--- config.mk ---
export PLATFORM = sky130hd
export DESIGN_NAME = frame_octet_count_rx_timestamp
export DESIGN_NICKNAME = d
export VERILOG_FILES = /design/src/hw/frame_stats_pkg.sv /design/src/hw/payload_tally.sv /design/src/hw/frame_octet_count_rx_timestamp.sv
export SDC_FILE = /design/constraint.sdc
export NUM_CORES = 1
export LEC_CHECK = 0
export ABC_AREA = 0
export BUFFER_PORTS_ARGS = -buffer_cell sky130_fd_sc_hd__buf_2
export CAP_MARGIN = 5
export CELL_PAD_IN_SITES_DETAIL_PLACEMENT = 2
export CELL_PAD_IN_SITES_GLOBAL_PLACEMENT = 2
export CORE_ASPECT_RATIO = 0.75
export CORE_UTILIZATION = 30
export DETAILED_ROUTE_END_ITERATION = 10
export GPL_TIMING_DRIVEN = 0
export PLACE_DENSITY_LB_ADDON = 0.1
export SLEW_MARGIN = 20
export SYNTH_ARGS = -nofsm -noshare
export SYNTH_HDL_FRONTEND = slang
export SYNTH_HIERARCHICAL = 1
export SYNTH_SLANG_ARGS = --single-unit
--- constraint.sdc ---
create_clock -name clk_in -period 4.4 [get_ports clk_in]
set_clock_uncertainty 0.05 [all_clocks]
set_input_delay 0.22 -clock clk_in [delete_from_list [all_inputs] [get_ports clk_in]]
set_output_delay 0.22 -clock clk_in [all_outputs]
set_load 0.05 [all_outputs]
--- src/hw/frame_stats_pkg.sv ---
// Shared widths and reset values for the payload tally and receive
// timestamp logic.
// Assumes every user imports the whole package in its module header.
package frame_stats_pkg;
	// Per-frame payload byte count width
	localparam int COUNT_W = 16;
	// Cumulative payload byte total width
	localparam int TOTAL_W = 64;
	// Wide (seconds plus nanoseconds plus fraction) time format width
	localparam int TOD_WIDE_W = 96;
	// Narrow time format width
	localparam int TOD_NARROW_W = 64;
	// Default width of the client fingerprint
	localparam int FP_W_DEFAULT = 8;
	// Reset values, one per register width except the fingerprint
	localparam logic [COUNT_W-1:0] COUNT_RESET = 16'h0000;
	localparam logic [TOTAL_W-1:0] TOTAL_RESET = 64'h0000_0000_0000_0000;
	localparam logic [TOD_WIDE_W-1:0] TOD_WIDE_RESET =
		96'h0000_0000_0000_0000_0000_0000;
	localparam logic [TOD_NARROW_W-1:0] TOD_NARROW_RESET =
		64'h0000_0000_0000_0000;
	// Output value of a format that is configured out
	localparam logic [TOD_WIDE_W-1:0] TOD_WIDE_ABSENT = TOD_WIDE_RESET;
	localparam logic [TOD_NARROW_W-1:0] TOD_NARROW_ABSENT = TOD_NARROW_RESET;
endpackage

--- src/hw/payload_tally.sv ---
// One direction of payload byte reporting: per-frame count with strobe
// and a cumulative total of qualifying frames.
// Assumes the frame end pulse and its error flags come from MAC logic on
// the same clock, valid together in one cycle.
module payload_tally
	import frame_stats_pkg::*;
#(
	parameter int CNT_W = COUNT_W,
	parameter int SUM_W = TOTAL_W,
	parameter bit KEEP_TOTAL = 1'b1
)
(
	input wire logic clk_in,
	input wire logic srst_in,
	input wire logic ce_in,
	input wire logic frame_end_in,
	input wire logic [CNT_W-1:0] payload_len_in,
	input wire logic fcs_err_in,
	input wire logic oversize_err_in,
	input wire logic undersize_err_in,
	input wire logic len_err_in,
	output logic [CNT_W-1:0] count_out,
	output logic strobe_out,
	output logic [SUM_W-1:0] total_out
);
	// Refuse widths that the reset constants cannot serve
	generate
		if (CNT_W != COUNT_W || SUM_W != TOTAL_W)
		begin : g_bad_width
			$error("payload_tally: widths must match package");
		end
	endgenerate

	// Any one error takes the frame out of reporting
	wire any_err = fcs_err_in | oversize_err_in | undersize_err_in |
		len_err_in;
	// Frame that is reported and summed
	wire qualify = frame_end_in & ~any_err;
	// Total after adding the count now on the outputs
	wire [SUM_W-1:0] next_total = total_out + SUM_W'(count_out);

	// Per-frame count and strobe; count held between strobes
	always_ff @(posedge clk_in)
	begin
		if (srst_in)
		begin
			count_out <= COUNT_RESET;
			strobe_out <= 1'b0;
		end
		else if (ce_in)
		begin
			// One pulse per qualifying frame, never per increment
			strobe_out <= qualify;
			if (qualify)
				count_out <= payload_len_in;
		end
	end

	// Cumulative total; absent option keeps it at zero
	always_ff @(posedge clk_in)
	begin
		if (srst_in)
			total_out <= TOTAL_RESET;
		else if (ce_in && KEEP_TOTAL && strobe_out)
			total_out <= next_total;
	end

	// Strobe follows only a clean frame end
	strobe_cause_a: assert property (
		@(posedge clk_in) disable iff (srst_in)
		(ce_in && frame_end_in && any_err) |=> !strobe_out)
		else $error("strobe after errored frame");

	// Count and strobe carry the frame length
	count_carry_a: assert property (
		@(posedge clk_in) disable iff (srst_in)
		(ce_in && qualify) |=>
			(strobe_out && count_out == $past(payload_len_in)))
		else $error("count or strobe missing");

	// Strobe only with a qualifying frame the cycle before
	strobe_only_a: assert property (
		@(posedge clk_in) disable iff (srst_in)
		(ce_in && !qualify) |=> !strobe_out)
		else $error("strobe without frame");

	// Summing happens on the strobe cycle, by the reported count
	generate
		if (KEEP_TOTAL)
		begin : g_sum_chk
			total_add_a: assert property (
				@(posedge clk_in) disable iff (srst_in)
				(ce_in && strobe_out) |=>
					total_out == $past(total_out) + $past(count_out))
				else $error("total not advanced by count");
			total_still_a: assert property (
				@(posedge clk_in) disable iff (srst_in)
				(!strobe_out || !ce_in) |=> $stable(total_out))
				else $error("total moved without strobe");
		end
	endgenerate
endmodule

--- src/hw/frame_octet_count_rx_timestamp.sv ---
// Top of the MAC client sideband: payload byte reporting for both
// directions and the receive arrival timestamp.
// Assumes one clock for both directions, link and client events from
// logic on that clock, and a time source updating every cycle.
module frame_octet_count_rx_timestamp
	import frame_stats_pkg::*;
#(
	// Statistics totals present
	parameter bit STATS_OPTION = 1'b1,
	// Precision time support present
	parameter bit precision_time_option = 1'b1,
	// Wide time format present
	parameter bit WIDE_OPTION = 1'b1,
	// Narrow time format present
	parameter bit NARROW_OPTION = 1'b1,
	// Fingerprint width
	parameter int FP_W = FP_W_DEFAULT
)
(
	input wire logic clk_in,
	input wire logic srst_in,
	input wire logic ce_in,
	// Transmit frame end and its status
	input wire logic tx_frame_end_in,
	input wire logic [COUNT_W-1:0] tx_payload_len_in,
	input wire logic tx_fcs_err_in,
	input wire logic tx_oversize_err_in,
	input wire logic tx_undersize_err_in,
	input wire logic tx_len_err_in,
	// Receive frame end and its status
	input wire logic rx_frame_end_in,
	input wire logic [COUNT_W-1:0] rx_payload_len_in,
	input wire logic rx_fcs_err_in,
	input wire logic rx_oversize_err_in,
	input wire logic rx_undersize_err_in,
	input wire logic rx_len_err_in,
	// Receive packet first seen on the link
	input wire logic rx_link_arrival_in,
	// Receive start of packet on the client side
	input wire logic rx_client_sop_in,
	// Time source, both formats
	input wire logic [TOD_WIDE_W-1:0] rx_tod_input_wide_in,
	input wire logic [TOD_NARROW_W-1:0] rx_tod_input_narrow_in,
	// Client fingerprint with a timing packet
	input wire logic fp_valid_in,
	input wire logic [FP_W-1:0] fp_in,
	// Per-frame counts and strobes
	output logic [COUNT_W-1:0] tx_frame_payload_count_out,
	output logic tx_frame_payload_count_strobe_out,
	output logic [COUNT_W-1:0] rx_frame_payload_count_out,
	output logic rx_frame_payload_count_strobe_out,
	// Cumulative totals
	output logic [TOTAL_W-1:0] tx_payload_octet_total_out,
	output logic [TOTAL_W-1:0] rx_payload_octet_total_out,
	// Arrival timestamps and their qualifier
	output logic [TOD_WIDE_W-1:0] rx_arrival_time_wide_out,
	output logic [TOD_NARROW_W-1:0] rx_arrival_time_narrow_out,
	output logic rx_arrival_time_valid_out,
	// Fingerprint returned to the client
	output logic fp_valid_out,
	output logic [FP_W-1:0] fp_out
);
	// Refuse a fingerprint the ports cannot carry
	generate
		if (FP_W < 1 || FP_W > 32)
		begin : g_bad_fp
			$error("frame_octet_count_rx_timestamp: FP_W out of range");
		end
	endgenerate

	// Timestamp path states
	typedef enum logic [1:0] {
		TS_IDLE,
		TS_HELD,
		TS_SHOWN
	} ts_state_t;

	// Current and next timestamp path state
	ts_state_t ts_state;
	ts_state_t next_ts_state;
	// Captured time, one register per format
	logic [TOD_WIDE_W-1:0] held_wide;
	logic [TOD_NARROW_W-1:0] held_narrow;
	// Registered fingerprint pair
	logic fp_valid_q;
	logic [FP_W-1:0] fp_q;

	// Transmit direction: counts survive with totals configured out
	payload_tally #(
		.CNT_W(COUNT_W),
		.SUM_W(TOTAL_W),
		.KEEP_TOTAL(STATS_OPTION)
	) u_tx_tally (
		.clk_in(clk_in),
		.srst_in(srst_in),
		.ce_in(ce_in),
		.frame_end_in(tx_frame_end_in),
		.payload_len_in(tx_payload_len_in),
		.fcs_err_in(tx_fcs_err_in),
		.oversize_err_in(tx_oversize_err_in),
		.undersize_err_in(tx_undersize_err_in),
		.len_err_in(tx_len_err_in),
		.count_out(tx_frame_payload_count_out),
		.strobe_out(tx_frame_payload_count_strobe_out),
		.total_out(tx_payload_octet_total_out)
	);

	// Receive direction, same structure
	payload_tally #(
		.CNT_W(COUNT_W),
		.SUM_W(TOTAL_W),
		.KEEP_TOTAL(STATS_OPTION)
	) u_rx_tally (
		.clk_in(clk_in),
		.srst_in(srst_in),
		.ce_in(ce_in),
		.frame_end_in(rx_frame_end_in),
		.payload_len_in(rx_payload_len_in),
		.fcs_err_in(rx_fcs_err_in),
		.oversize_err_in(rx_oversize_err_in),
		.undersize_err_in(rx_undersize_err_in),
		.len_err_in(rx_len_err_in),
		.count_out(rx_frame_payload_count_out),
		.strobe_out(rx_frame_payload_count_strobe_out),
		.total_out(rx_payload_octet_total_out)
	);

	// Timestamp path decode
	// Capture happens on the arrival pulse only when the feature exists
	wire capture = precision_time_option & rx_link_arrival_in;
	// A held time is due to the client
	wire ts_ready = (ts_state == TS_HELD);
	// Client start of packet consumes the held time
	wire ts_take = rx_client_sop_in & ts_ready;
	// Capture gates per format
	wire cap_wide = capture & WIDE_OPTION;
	wire cap_narrow = capture & NARROW_OPTION;

	// Next state: arrival wins over a consuming start of packet,
	// so a packet arriving while the previous starts is not lost
	always_comb
	begin
		next_ts_state = ts_state;
		case (ts_state)
			TS_IDLE:
			begin
				if (capture)
					next_ts_state = TS_HELD;
			end
			TS_HELD:
			begin
				if (capture)
					next_ts_state = TS_HELD;
				else if (ts_take)
					next_ts_state = TS_SHOWN;
			end
			TS_SHOWN:
			begin
				// Value still shown until the next arrival
				if (capture)
					next_ts_state = TS_HELD;
			end
			default:
				next_ts_state = TS_IDLE;
		endcase
	end

	// State register
	always_ff @(posedge clk_in)
	begin
		if (srst_in)
			ts_state <= TS_IDLE;
		else if (ce_in)
			ts_state <= next_ts_state;
	end

	// Hold the time seen at arrival; the live time is never shown
	always_ff @(posedge clk_in)
	begin
		if (srst_in)
		begin
			held_wide <= TOD_WIDE_RESET;
			held_narrow <= TOD_NARROW_RESET;
		end
		else if (ce_in)
		begin
			if (cap_wide)
				held_wide <= rx_tod_input_wide_in;
			if (cap_narrow)
				held_narrow <= rx_tod_input_narrow_in;
		end
	end

	// Only one timestamp is held: a second arrival before the first
	// start of packet overwrites it, trading depth for area
	assign rx_arrival_time_wide_out = held_wide;
	assign rx_arrival_time_narrow_out = held_narrow;
	// Qualifier rides with start of packet only while a stamp is held, any type
	assign rx_arrival_time_valid_out = ts_take;

	// Fingerprint pipeline: one register stage, bits untouched
	always_ff @(posedge clk_in)
	begin
		if (srst_in)
		begin
			fp_valid_q <= 1'b0;
			fp_q <= '0;
		end
		else if (ce_in)
		begin
			fp_valid_q <= fp_valid_in;
			if (fp_valid_in)
				fp_q <= fp_in;
		end
	end

	// Fingerprint outputs
	assign fp_valid_out = fp_valid_q;
	assign fp_out = fp_q;

	// Arrival captures the live time for later presentation
	wide_capture_a: assert property (
		@(posedge clk_in) disable iff (srst_in)
		(ce_in && cap_wide) |=>
			held_wide == $past(rx_tod_input_wide_in))
		else $error("wide time not captured");

	// Narrow format captured the same way
	narrow_capture_a: assert property (
		@(posedge clk_in) disable iff (srst_in)
		(ce_in && cap_narrow) |=>
			held_narrow == $past(rx_tod_input_narrow_in))
		else $error("narrow time not captured");

	// Held value does not follow the live time
	time_held_a: assert property (
		@(posedge clk_in) disable iff (srst_in)
		(!cap_wide || !ce_in) |=> $stable(held_wide))
		else $error("held time drifted");

	// Pending stamp tracked apart from the state machine, so the check
	// below does not restate the decode; arrival wins, as in the design
	logic stamp_due;
	always_ff @(posedge clk_in)
	begin
		if (srst_in)
			stamp_due <= 1'b0;
		else if (ce_in && capture)
			stamp_due <= 1'b1;
		else if (ce_in && rx_client_sop_in)
			stamp_due <= 1'b0;
	end

	// Valid exactly on start of packet with a stamp pending
	sop_valid_a: assert property (
		@(posedge clk_in) disable iff (srst_in)
		rx_arrival_time_valid_out == (rx_client_sop_in && stamp_due))
		else $error("timestamp valid not on start of packet");

	// Narrow held value does not follow the live time either
	narrow_held_a: assert property (
		@(posedge clk_in) disable iff (srst_in)
		(!cap_narrow || !ce_in) |=> $stable(held_narrow))
		else $error("held narrow time drifted");

	// A start of packet in the cycle after an arrival gets its stamp
	every_packet_a: assert property (
		@(posedge clk_in) disable iff (srst_in)
		(ce_in && capture) ##1 (ce_in && rx_client_sop_in &&
			!capture) |-> rx_arrival_time_valid_out)
		else $error("packet missed its timestamp");

	// Fingerprint comes back unchanged one cycle later
	fp_pass_a: assert property (
		@(posedge clk_in) disable iff (srst_in)
		(ce_in && fp_valid_in) |=>
			(fp_valid_out && fp_out == $past(fp_in)))
		else $error("fingerprint altered or lost");

	// Counts stay live with the totals configured out
	generate
		if (!STATS_OPTION)
		begin : g_no_stats_chk
			counts_alive_a: assert property (
				@(posedge clk_in) disable iff (srst_in)
				(ce_in && rx_frame_end_in && !rx_fcs_err_in &&
					!rx_oversize_err_in && !rx_undersize_err_in &&
					!rx_len_err_in) |=> rx_frame_payload_count_strobe_out)
				else $error("count dead without statistics");
		end
	endgenerate
endmodule

==> results of run 1 <==
-- final timing paths --
| check | startpoint | end | slack (ns) | cells past startpoint |
|---|---|---|---|---|
| setup / recovery | u_rx_tally/count_out[1] | u_rx_tally/total_out[17] | 0.82 | 9 |
| hold / removal | fp_valid_in | fp_out[2] | 0.06 | 3 |
| setup reg to reg | u_rx_tally/count_out[1] | u_rx_tally/total_out[17] | 0.82 | 9 |
| hold reg to reg | rx_arrival_time_narrow_out[17] | rx_arrival_time_narrow_out[17] | 0.41 | 2 |
-- per-stage QoR --
| step | instance area [µm²] | util [%] | cells | total power [mW] | setup slack, ns |
|---|---|---|---|---|---|
| final | 21800 | 44.6 | 3273 | 7.48 | 0.824 |
| after global routing | 21800 | 44.6 | 3273 | 7.73 | 0.709 |
| after CTS | 21800 | 44.6 | 3268 | 7.48 | 0.899 |
| after detailed placement | 18500 | 37.8 | 2997 | 3.93 | 0.918 |
| after global placement | 18500 | 37.8 | 2997 | 3.91 | 0.936 |
| after floorplan | 14900 | - | 1803 | 3.64 | 1.50 |
-- where the power goes --
part / total, mW / switching (mW) / leakage [nW] / internal, mW
sequential: 3.14 / 0.0489 / 2.70 / 3.09
combinational: 0.915 / 0.603 / 6.39 / 0.312
clock: 3.42 / 1.45 / 0.636 / 1.98
total: 7.48 / 2.10 / 9.73 / 5.38
-- layer usage --
layer  global-route usage [%]  wire, µm
met3                     6.43      4210
met2                     53.2     38900
met5                        0         0
met4                     14.5      3790
met1                     35.3     32200
-- flip-flops by register name, indices dropped and copies added (netlist names) --
register / flops
ts_state: 2
fp_valid_out: 1
u_tx_tally/strobe_out: 1
u_rx_tally/count_out: 16
rx_arrival_time_narrow_out: 64
u_tx_tally/count_out: 16
u_tx_tally/total_out: 64
fp_out: 8
rx_arrival_time_wide_out: 96
u_rx_tally/strobe_out: 1
u_rx_tally/total_out: 64
-- cell type report --
cell class	instances	area [µm²]	share of cell area, %
Multi-Input combinational cell	1346	7640	35.0
Sequential cell	333	6670	30.6
Timing Repair Buffer	748	4750	21.8
Clock buffer	58	1180	5.41
Tap cell	648	811	3.72
Buffer	111	573	2.63
Clock inverter	11	118	0.540
Inverter	13	48.8	0.224
Antenna cell	5	12.5	0.0574
-- placed cells by master (no fill, tap or decap), types with 19 or more instances in the layout --
cell | synthesis | final
a21oi_1 | 255 | 255
buf_2 | 24 | 570
clkbuf_1 | 62 | 70
clkbuf_16 | 0 | 41
dfxtp_1 | 333 | 333
dlygate4sd3_1 | 0 | 202
ha_1 | 32 | 32
mux2i_1 | 32 | 32
nand2_1 | 408 | 408
nand3_1 | 54 | 54
nand4_1 | 29 | 29
nor2_1 | 129 | 129
nor3_1 | 23 | 23
o21ai_0 | 36 | 36
or3_1 | 19 | 19
xnor2_1 | 41 | 41
xor2_1 | 25 | 25
-- worst reg2reg max path, cell delays in order (launching register included) --
cell and delay [ns]:
dfxtp_1 0.44, ha_1 0.28, a211o_1 0.28, a21o_1 0.23, o211ai_1 0.66, a21bo_1 0.19
clkbuf_1 0.45, clkbuf_1 0.59, o21ai_0 0.17, a21oi_1 0.14
-- timing repair --
| action | in CTS | in global routing |
|---|---|---|
| hold buffers | 202 | 0 |
| hold endpoints to repair | 201 | 0 |
| resized for setup | 0 | 0 |
-- kinds of logic after synthesis --
kind of cell | count (synthesis)
buffers and inverters | 124
AOI/OAI and AO/OA | 392
adders and majority gates | 34
xor gates and xnor gates | 66
DFF | 333
and+or+nand+nor | 805
muxes | 49
==> metrics.cfg, run 1 <==
[min_path]
hold_class=in2reg

[final_layout]
layout-drive-gt1-share_pct=26.9
nFillCells=5468
final_nets=2843
area_growth_pct=46.1

[setup_path]
cp.arrival_ns=4.00
critPathTopFamily=compound AO/OA/AOI/OAI gates
timing.critical_path.fanout_max=10
end_kind=register
crit_path_start_kind=register
slowest_delay_ns=0.66
slowest_stage=o211ai_1
cp_cell_sequence=ha_1, a211o_1, a21o_1, o211ai_1, a21bo_1, clkbuf_1, clkbuf_1, o21ai_0, a21oi_1
required_ns=4.82
worst_path_most_repeated_cell=clkbuf_1
path_buf_inv=2
critPathKind=reg2reg

[floorplan]
die_x_um=260
io_pins=548
num_rows=70
die_h_um=195
start_util_pct=30.5
core_um2=48900
dieArea_um2=50600

[timing]
hold_viol=0
max-slew-margin-rel_pct=38.2
setup_tns_ns=0
maxSlewViolCount=0
max_freq_mhz=280
period_share_pct=81.3
hold_ws_ns=0.0617
rsz0062_at_grt=no
setup_viol=0
period_minus_slack_ns=3.58
tightest_slew_ns=0.926

[clocking]
cts_buffers=40
htree_levels=2
cts_sinks=333
cts-root-buf=clkbuf_16
clk_pin_slew_ns=0.07
clk_latency_ns=0.56
cts_tree=yes
clockBufferDepth=3
cts_setup_buffers=0

[logic_synthesis]
synth.cell_area_um2=14900
async_flop_share_pct=0
synth_top_family_by_area=simple AND/OR/NAND/NOR gates
synth_top_area_share_pct=44.7
seq_area_frac_synth_pct=44.7
yosys_register_bits=333
synth.area.mux_share_pct=3.43
synth_compound_area_share_pct=15.2
synth_xor_area_share_pct=3.87
synth_top_area_cell=dfxtp_1
synth_common_cells=nand2_1 (408), dfxtp_1 (333), a21oi_1 (255)
syn_area_per_cell_um2=8.27
synth-adder-area-share_pct=2.95
synth-simple-area-share_pct=25.7
synth_area_leaders=dfxtp_1 (45%), nand2_1 (10%), a21oi_1 (8.6%)
yosysWarnings=6
synth_top_flop_cell=dfxtp_1
synth_fp_nets=2053
netlist_instances=1803
synth_edf_count=0
ys_types=80
synth.most_common_cell=nand2_1

[placed_design]
dpl.hpwl_mm=52.5
numPortBuffers=546
place_congestion=0.856

[power]
peakVddDrop_mv=0.217
p_per_area_nw_per_um2=343
power_leakage_nw=9.73

[routing]
route.detailed.drc=0
drt-wirelength-per-cell_um=24.2
firstDrtPassIters=5
viasPerCell=5.21
wirelength_mm=79.1
drt-initial-drc-count=700
ant_nets=0
num_vias=17100

[run_status]
outcome=completed

[flow_run]
drv_cap=0

[grt]
antenna_found_initial=5
grt_pass1_wl_mm=119
grt_max_degree=17
grt.total_usage_pct=30.4
gr-total-overflow=0
grt_pass1_vias=19100

Note: power is estimated with default switching activity, not from simulation.
==> run 2, diff against run 1 <==
Settings changed: ABC_AREA 0 to 1, CORE_UTILIZATION 30 to 24.
Clock period 4.4 ns to 2.97 ns, I/O delays scaled along.
==> metrics.cfg, run 2 <==
[run_status]
outcome=completed

[power]
clkPwrFrac_pct=44.6  ; -1.2 points
swShare_pct=29.4  ; +1.3 points
total_power_mw=11.6  ; +56%
p_switching_mw=3.42  ; +63%
power_leakage_nw=11.6  ; +19%
peakVddDrop_mv=0.290  ; +33%
seqPwrFrac_pct=40.6  ; -1.4 points
p_int_mw=8.22  ; +53%
comb_power_share_pct=14.8  ; +2.6 points
p_per_area_nw_per_um2=483  ; +41%

[final_layout]
nFillCells=8285  ; +52%
final_common_cell=nor2_1
largest_register_ffs=96  ; unchanged
mostFrequentLayoutCells=nor2_1 (605), buf_2 (570), nand2_1 (451)
final_nets=3586  ; +26%
layout-drive-gt1-share_pct=22.0  ; -4.9 points
area_growth_pct=43.4

[setup_path]
critPathTopFamily=simple AND/OR/NAND/NOR gates
cp.arrival_ns=2.79  ; -1.21 ns
critPathKind=reg2reg
timing.critical_path.fanout_max=10  ; unchanged
cp_cell_sequence=ha_1, fa_1, nand3_1, nand2_2, nand2_1, nand2_2, nand2_1, nand2_1, nand2_1, nand2_2, nand3_1, nand2_1, inv_1, nor2_1
slowest_delay_ns=0.41  ; -0.25 ns
end_kind=register
cp_num_cells=14  ; +5
required_ns=3.38  ; -1.44 ns
slowest_stage=fa_1
path_buf_inv=1  ; -1
worst_path_most_repeated_cell=nand2_1
rr_worst_depth=14  ; +5
crit_path_start_kind=register

[clocking]
clk_pin_slew_ns=0.06  ; about the same
cts_buffers=41  ; +2.5%
htree_levels=2  ; unchanged
clk_latency_ns=0.58  ; +0.02 ns
clockBufferDepth=3  ; unchanged
cts_tree=yes
cts_sinks=333  ; unchanged
cts-root-buf=clkbuf_16

[timing]
maxSlewViolCount=0  ; unchanged
max-slew-margin-rel_pct=46.7  ; +8.4 points
period_share_pct=80.1  ; -1.1 points
rsz0062_at_grt=no
period_minus_slack_ns=2.38  ; -1.20 ns
tightest_slew_ns=0.800  ; -0.127 ns
setup_viol=0  ; unchanged
setup_tns_ns=0  ; unchanged
max_freq_mhz=420  ; +50%
hold_viol=0  ; unchanged
finalWorstSetupSlack_ns=0.590  ; -0.234 ns

[logic_synthesis]
seq_area_frac_synth_pct=39.7  ; -5.0 points
async_flop_share_pct=0  ; unchanged
netlist_instances=2543  ; +41%
yosys_register_bits=333  ; unchanged
synth_top_area_share_pct=39.7  ; -5.0 points
synth_edf_count=0  ; unchanged
synth_area_leaders=dfxtp_1 (40%), nor2_1 (14%), nand2_1 (10%)
synth.cell_area_um2=16800  ; +13%
synth.most_common_cell=nor2_1
ys_types=40  ; -50%
syn_area_per_cell_um2=6.60  ; -20%
synth_common_cells=nor2_1 (605), nand2_1 (451), dfxtp_1 (333)
synth_top_flop_cell=dfxtp_1
synth_fp_nets=2793  ; +36%
yosysWarnings=6  ; unchanged
synth_top_area_cell=dfxtp_1

[grt]
grt.total_usage_pct=24.8  ; -5.6 points
antenna_found_initial=9  ; +4
use_met2_pct=43.3  ; -9.9 points
grt_most_used_layer=met2
grt_pass1_vias=22400  ; +17%
gr-total-overflow=0  ; unchanged
grtUsageMet1_pct=30.1  ; -5.2 points
met3_usage_pct=3.43  ; -3.0 points
grt_max_degree=14  ; -3
grt_pass1_wl_mm=135  ; +14%

[floorplan]
core_um2=68900  ; +41%
die_h_um=231  ; +18%
dieArea_um2=71100  ; +40%
io_pins=548  ; unchanged
start_util_pct=24.4  ; -6.1 points
die_x_um=307  ; +18%
num_rows=83  ; +19%

[placed_design]
numPortBuffers=547  ; +0.18%
dpl.hpwl_mm=67.9  ; +29%
place_congestion=0.864  ; +0.96%
place_ws_ns=0.572  ; -0.346 ns

[routing]
wirelength_mm=90.6  ; +15%
firstDrtPassIters=5  ; unchanged
viasPerCell=4.76  ; -8.7%
num_vias=20500  ; +20%
route.detailed.drc=0  ; unchanged
drt-wirelength-per-cell_um=21.0  ; -13%
drt-initial-drc-count=790  ; +13%
ant_nets=0  ; unchanged

[flow_run]
drv_cap=0  ; unchanged

[min_path]
hold_class=in2reg
min_delay_path_depth=4  ; +1

run 2: per-stage QoR:
stage	std cells	utilization [%]	hold slack [ns]	cell area (µm²)
after floorplan	2543	-	0.168	16800
after global placement	4025	30.1	0.349	20700
after detailed placement	4025	30.1	0.360	20700
after CTS	4299	35.0	0.00112	24100
after global routing	4306	35.0	0.0987	24100
final	4306	35.0	0.0467	24100
run 2: final timing paths:
| kind | from | end | slack (ns) |
|---|---|---|---|
| worst max-delay path | u_tx_tally/count_out[0] | u_tx_tally/total_out[42] | 0.59 |
| worst min-delay path | ce_in | fp_valid_out | 0.05 |
| worst max register to register | u_tx_tally/count_out[0] | u_tx_tally/total_out[42] | 0.59 |
| worst min register to register | fp_valid_out | fp_valid_out | 0.42 |
run 2: worst register-to-register path, stage by stage (launching register included):
cell     delay (ns)
dfxtp_1        0.34
ha_1           0.25
fa_1           0.41
nand3_1        0.12
nand2_2        0.10
nand2_1        0.09
nand2_2        0.09
nand2_1        0.07
nand2_1        0.13
nand2_1        0.11
nand2_2        0.20
nand3_1        0.14
nand2_1        0.07
inv_1          0.06
nor2_1         0.04
run 2: power groups by stage:
stage / logic, mW / clock network [mW] / registers (mW)
2_1_floorplan: 0.382 / 0 / 5.36
3_3_place_gp: 1.42 / 0 / 4.81
3_5_place_dp: 1.46 / 0 / 4.82
4_1_cts: 1.69 / 5.38 / 4.72
5_1_grt: 1.83 / 5.54 / 4.74
6_report: 1.73 / 5.19 / 4.73
run 2: final cells by class:
| type | instances | area [µm²] | area share [%] |
|---|---|---|---|
| flip-flops and latches | 333 | 6670 | 27.7 |
| inverters | 298 | 1120 | 4.64 |
| multi-input cells | 1816 | 8510 | 35.3 |
| repair buffers | 750 | 4770 | 19.8 |
| plain buffers | 96 | 505 | 2.10 |
| diodes | 7 | 17.5 | 0.0727 |
| clock buffers | 59 | 1190 | 4.95 |
| well taps | 935 | 1170 | 4.86 |
| clock inverters | 12 | 145 | 0.602 |
run 2: cell families after synthesis:
| family | Yosys count | share of synthesized area, % |
|---|---|---|
| adders and majority gates | 34 | 2.62 |
| and+or+nand+nor | 1394 | 35.7 |
| xor gates and xnor gates | 26 | 1.36 |
| buffers and inverters | 394 | 9.67 |
| DFF | 333 | 39.7 |
| AOI/OAI and AO/OA | 362 | 10.9 |
run 2: layer usage:
| layer | routed length [µm] | share of wire [%] | vias to the layer above |
|---|---|---|---|
| met5 | 0 | 0 | - |
| met4 | 4440 | 4.9 | 0 |
| met3 | 3270 | 3.6 | 205 |
| met2 | 44100 | 49 | 437 |
| met1 | 38800 | 43 | 10100 |
| li1 | - | - | 9704 |
run 2: repair_timing:
action	4_1_cts	5_1_grt
buffers inserted	0	0
hold buffers	203	0
endpoints found under the hold margin	202	0
gates resized for setup	0	0
==> run 3, diff against run 2 <==
Settings changed: ABC_AREA 1 to 0, CORE_UTILIZATION 24 to 28.
Clock period 2.97 ns to 2.26 ns, I/O delays scaled along.
==> metrics.cfg, run 3 (synthesized netlist as in run 1, its figures left out) <==
[run_status]
outcome=complete, but fails checks
violations=setup timing

[setup_path]
r2r-start=u_rx_tally/count_out[0]
r2r-end=u_rx_tally/total_out[56]
startpoint=u_rx_tally/count_out[0]
rr_worst_depth=8  ; -6
end_kind=register
critPathKind=reg2reg
slowest_stage=a311o_2
r2r_slack_ns=-0.44  ; -1.03 ns
required_ns=2.69  ; -0.69 ns
cp.arrival_ns=3.12  ; +0.33 ns
crit_path_start_kind=register
cp_cell_sequence=ha_4, fa_2, a21oi_2, nand4b_1, a21o_1, a311o_2, or4_4, a21oi_4
timing.critical_path.fanout_max=5  ; -5
slowest_delay_ns=0.48  ; +0.07 ns

[power]
peakVddDrop_mv=0.490  ; +69%
power_leakage_nw=10.9  ; -5.4%
p_per_area_nw_per_um2=581  ; +20%
total_power_mw=14.5  ; +24%

[routing]
num_vias=17900  ; -12%
ant_nets=0  ; unchanged
route.detailed.drc=0  ; unchanged
wirelength_mm=86.8  ; -4.1%
viasPerCell=5.18  ; +9.0%
drt-initial-drc-count=917  ; +16%
drt-wirelength-per-cell_um=25.1  ; +19%
firstDrtPassIters=4  ; -1
met1_length_mm=34.1  ; -12%
routed.top_layer=met4
wl_met2_mm=44.4  ; +0.81%
route.met3.wl_mm=4.45  ; +36%

[final_layout]
largest_register_ffs=96  ; unchanged
final_nets=2971  ; -17%
final_common_cell=buf_2
nFillCells=5631  ; -32%
layout-drive-gt1-share_pct=41.4  ; +19 points
multi_input_area_um2=9220  ; +8.4%
area_growth_pct=67.0
seqCellArea_um2=6930  ; +3.9%
mostFrequentLayoutCells=buf_2 (567), nand2_1 (400), a21oi_1 (222)

[placed_design]
place_congestion=0.845  ; -2.2%
numPortBuffers=546  ; -0.18%
dpl.hpwl_mm=51.6  ; -24%

[timing]
finalWorstSetupSlack_ns=-0.438  ; -1.03 ns
max-slew-margin-rel_pct=35.4  ; -11 points
period_minus_slack_ns=2.70  ; +0.318 ns
tightest_slew_ns=0.968  ; +0.169 ns
hold_viol=0  ; unchanged
maxSlewViolCount=0  ; unchanged
max_freq_mhz=371  ; -12%
period_share_pct=119  ; +39 points
rsz0062_at_grt=yes
setup_viol=100  ; +100
setup_tns_ns=-23.79  ; -23.79 ns

[grt]
gr-total-overflow=0  ; unchanged
grt.total_usage_pct=29.0  ; +4.3 points
grt_max_degree=17  ; +3
grt_pass1_wl_mm=122  ; -9.9%
antenna_found_initial=3  ; -6
grt_pass1_vias=20000  ; -11%

[floorplan]
core_um2=52100  ; -24%
io_pins=548  ; unchanged
num_rows=72  ; -13%
die_x_um=269  ; -13%
start_util_pct=28.7  ; +4.3 points
die_h_um=202  ; -13%
dieArea_um2=54200  ; -24%

[min_path]
min_delay_path_depth=4  ; unchanged
min_to=ts_state[1]
hold_class=in2reg
min_from=ce_in

[clocking]
htree_levels=2  ; unchanged
cts-root-buf=clkbuf_16
clk_latency_ns=0.57  ; about the same
cts_buffers=40  ; -2.4%
cts_sinks=333  ; unchanged
cts_tree=yes
clockBufferDepth=3  ; unchanged
clk_pin_slew_ns=0.06  ; about the same

[flow_run]
drv_cap=0  ; unchanged

run 3: changes by cell type in the layout (fill, tap and decap cells not counted), moves of 47 or more:
cell | previous run | this run
nand2_1 | 451 | 400
inv_1 | 287 | 13
nand3_1 | 136 | 41
o21ai_0 | 238 | 21
dfxtp_4 | 0 | 47
dfxtp_1 | 333 | 217
a21oi_1 | 113 | 222
dfxtp_2 | 0 | 69
nor2_1 | 605 | 122
buf_4 | 1 | 112
run 3: layout make-up:
cell class	count	share of cell area (%)
sequential	333	27.8
clock inverter	11	0.357
buffer	97	2.12
tap	703	3.53
antenna	4	0.0402
clock buffer	62	4.84
timing repair buffer	890	24.1
inverter	13	0.196
multi-input combinational	1346	37.0
run 3: power breakdown:
| group | internal (mW) | leakage (nW) | switching (mW) |
|---|---|---|---|
| combinational | 0.626 | 7.52 | 1.19 |
| clock | 3.80 | 0.644 | 2.80 |
| sequential | 5.96 | 2.78 | 0.0912 |
| total | 10.4 | 10.9 | 4.08 |
run 3: what timing repair did:
action	4_1_cts	5_1_grt
cloned	4	0
pin swaps	104	70
setup buffers	92	42
hold buffers	211	0
setup endpoints to repair	101	106
hold endpoints to repair	202	0
gates resized for setup	144	115
run 3: how the worst max path moves through the flow:
stage,depth (start not counted),slack (ns),end
final,8,-0.44,u_rx_tally/total_out[56]
after CTS,8,-0.37,u_rx_tally/total_out[44]
after floorplan,9,-0.27,u_rx_tally/total_out[40]
after global placement,7,-0.69,u_rx_tally/total_out[26]
after global routing,7,-0.48,u_rx_tally/total_out[56]
after detailed placement,7,-0.79,u_rx_tally/total_out[26]
run 3: critical path: cells and delay by family (launching register included):
| family | cells | cell delay (ns) |
|---|---|---|
| AOI/OAI and AO/OA | 4 | 1.01 |
| adders and majority gates | 2 | 0.35 |
| DFF | 1 | 0.36 |
| and+or+nand+nor | 2 | 0.83 |
run 3: stage by stage:
step                util [%]  hold slack (ns)  setup slack (ns)  cell area [µm²]  cells
finish                  47.9            0.107            -0.438            24900   3459
global route            47.8            0.133            -0.477            24900   3458
CTS                     46.4            0.101            -0.369            24200   3421
detailed placement      37.2            0.305            -0.786            19400   3052
global placement        37.2            0.290            -0.690            19400   3052
floorplan                  -            0.199            -0.271            15800   1803
run 3: metal layers:
metal	track usage, %	vias up
met5	0	-
met4	12.1	0
met3	5.47	208
met2	51.7	589
met1	33.8	9034
li1	-	8103
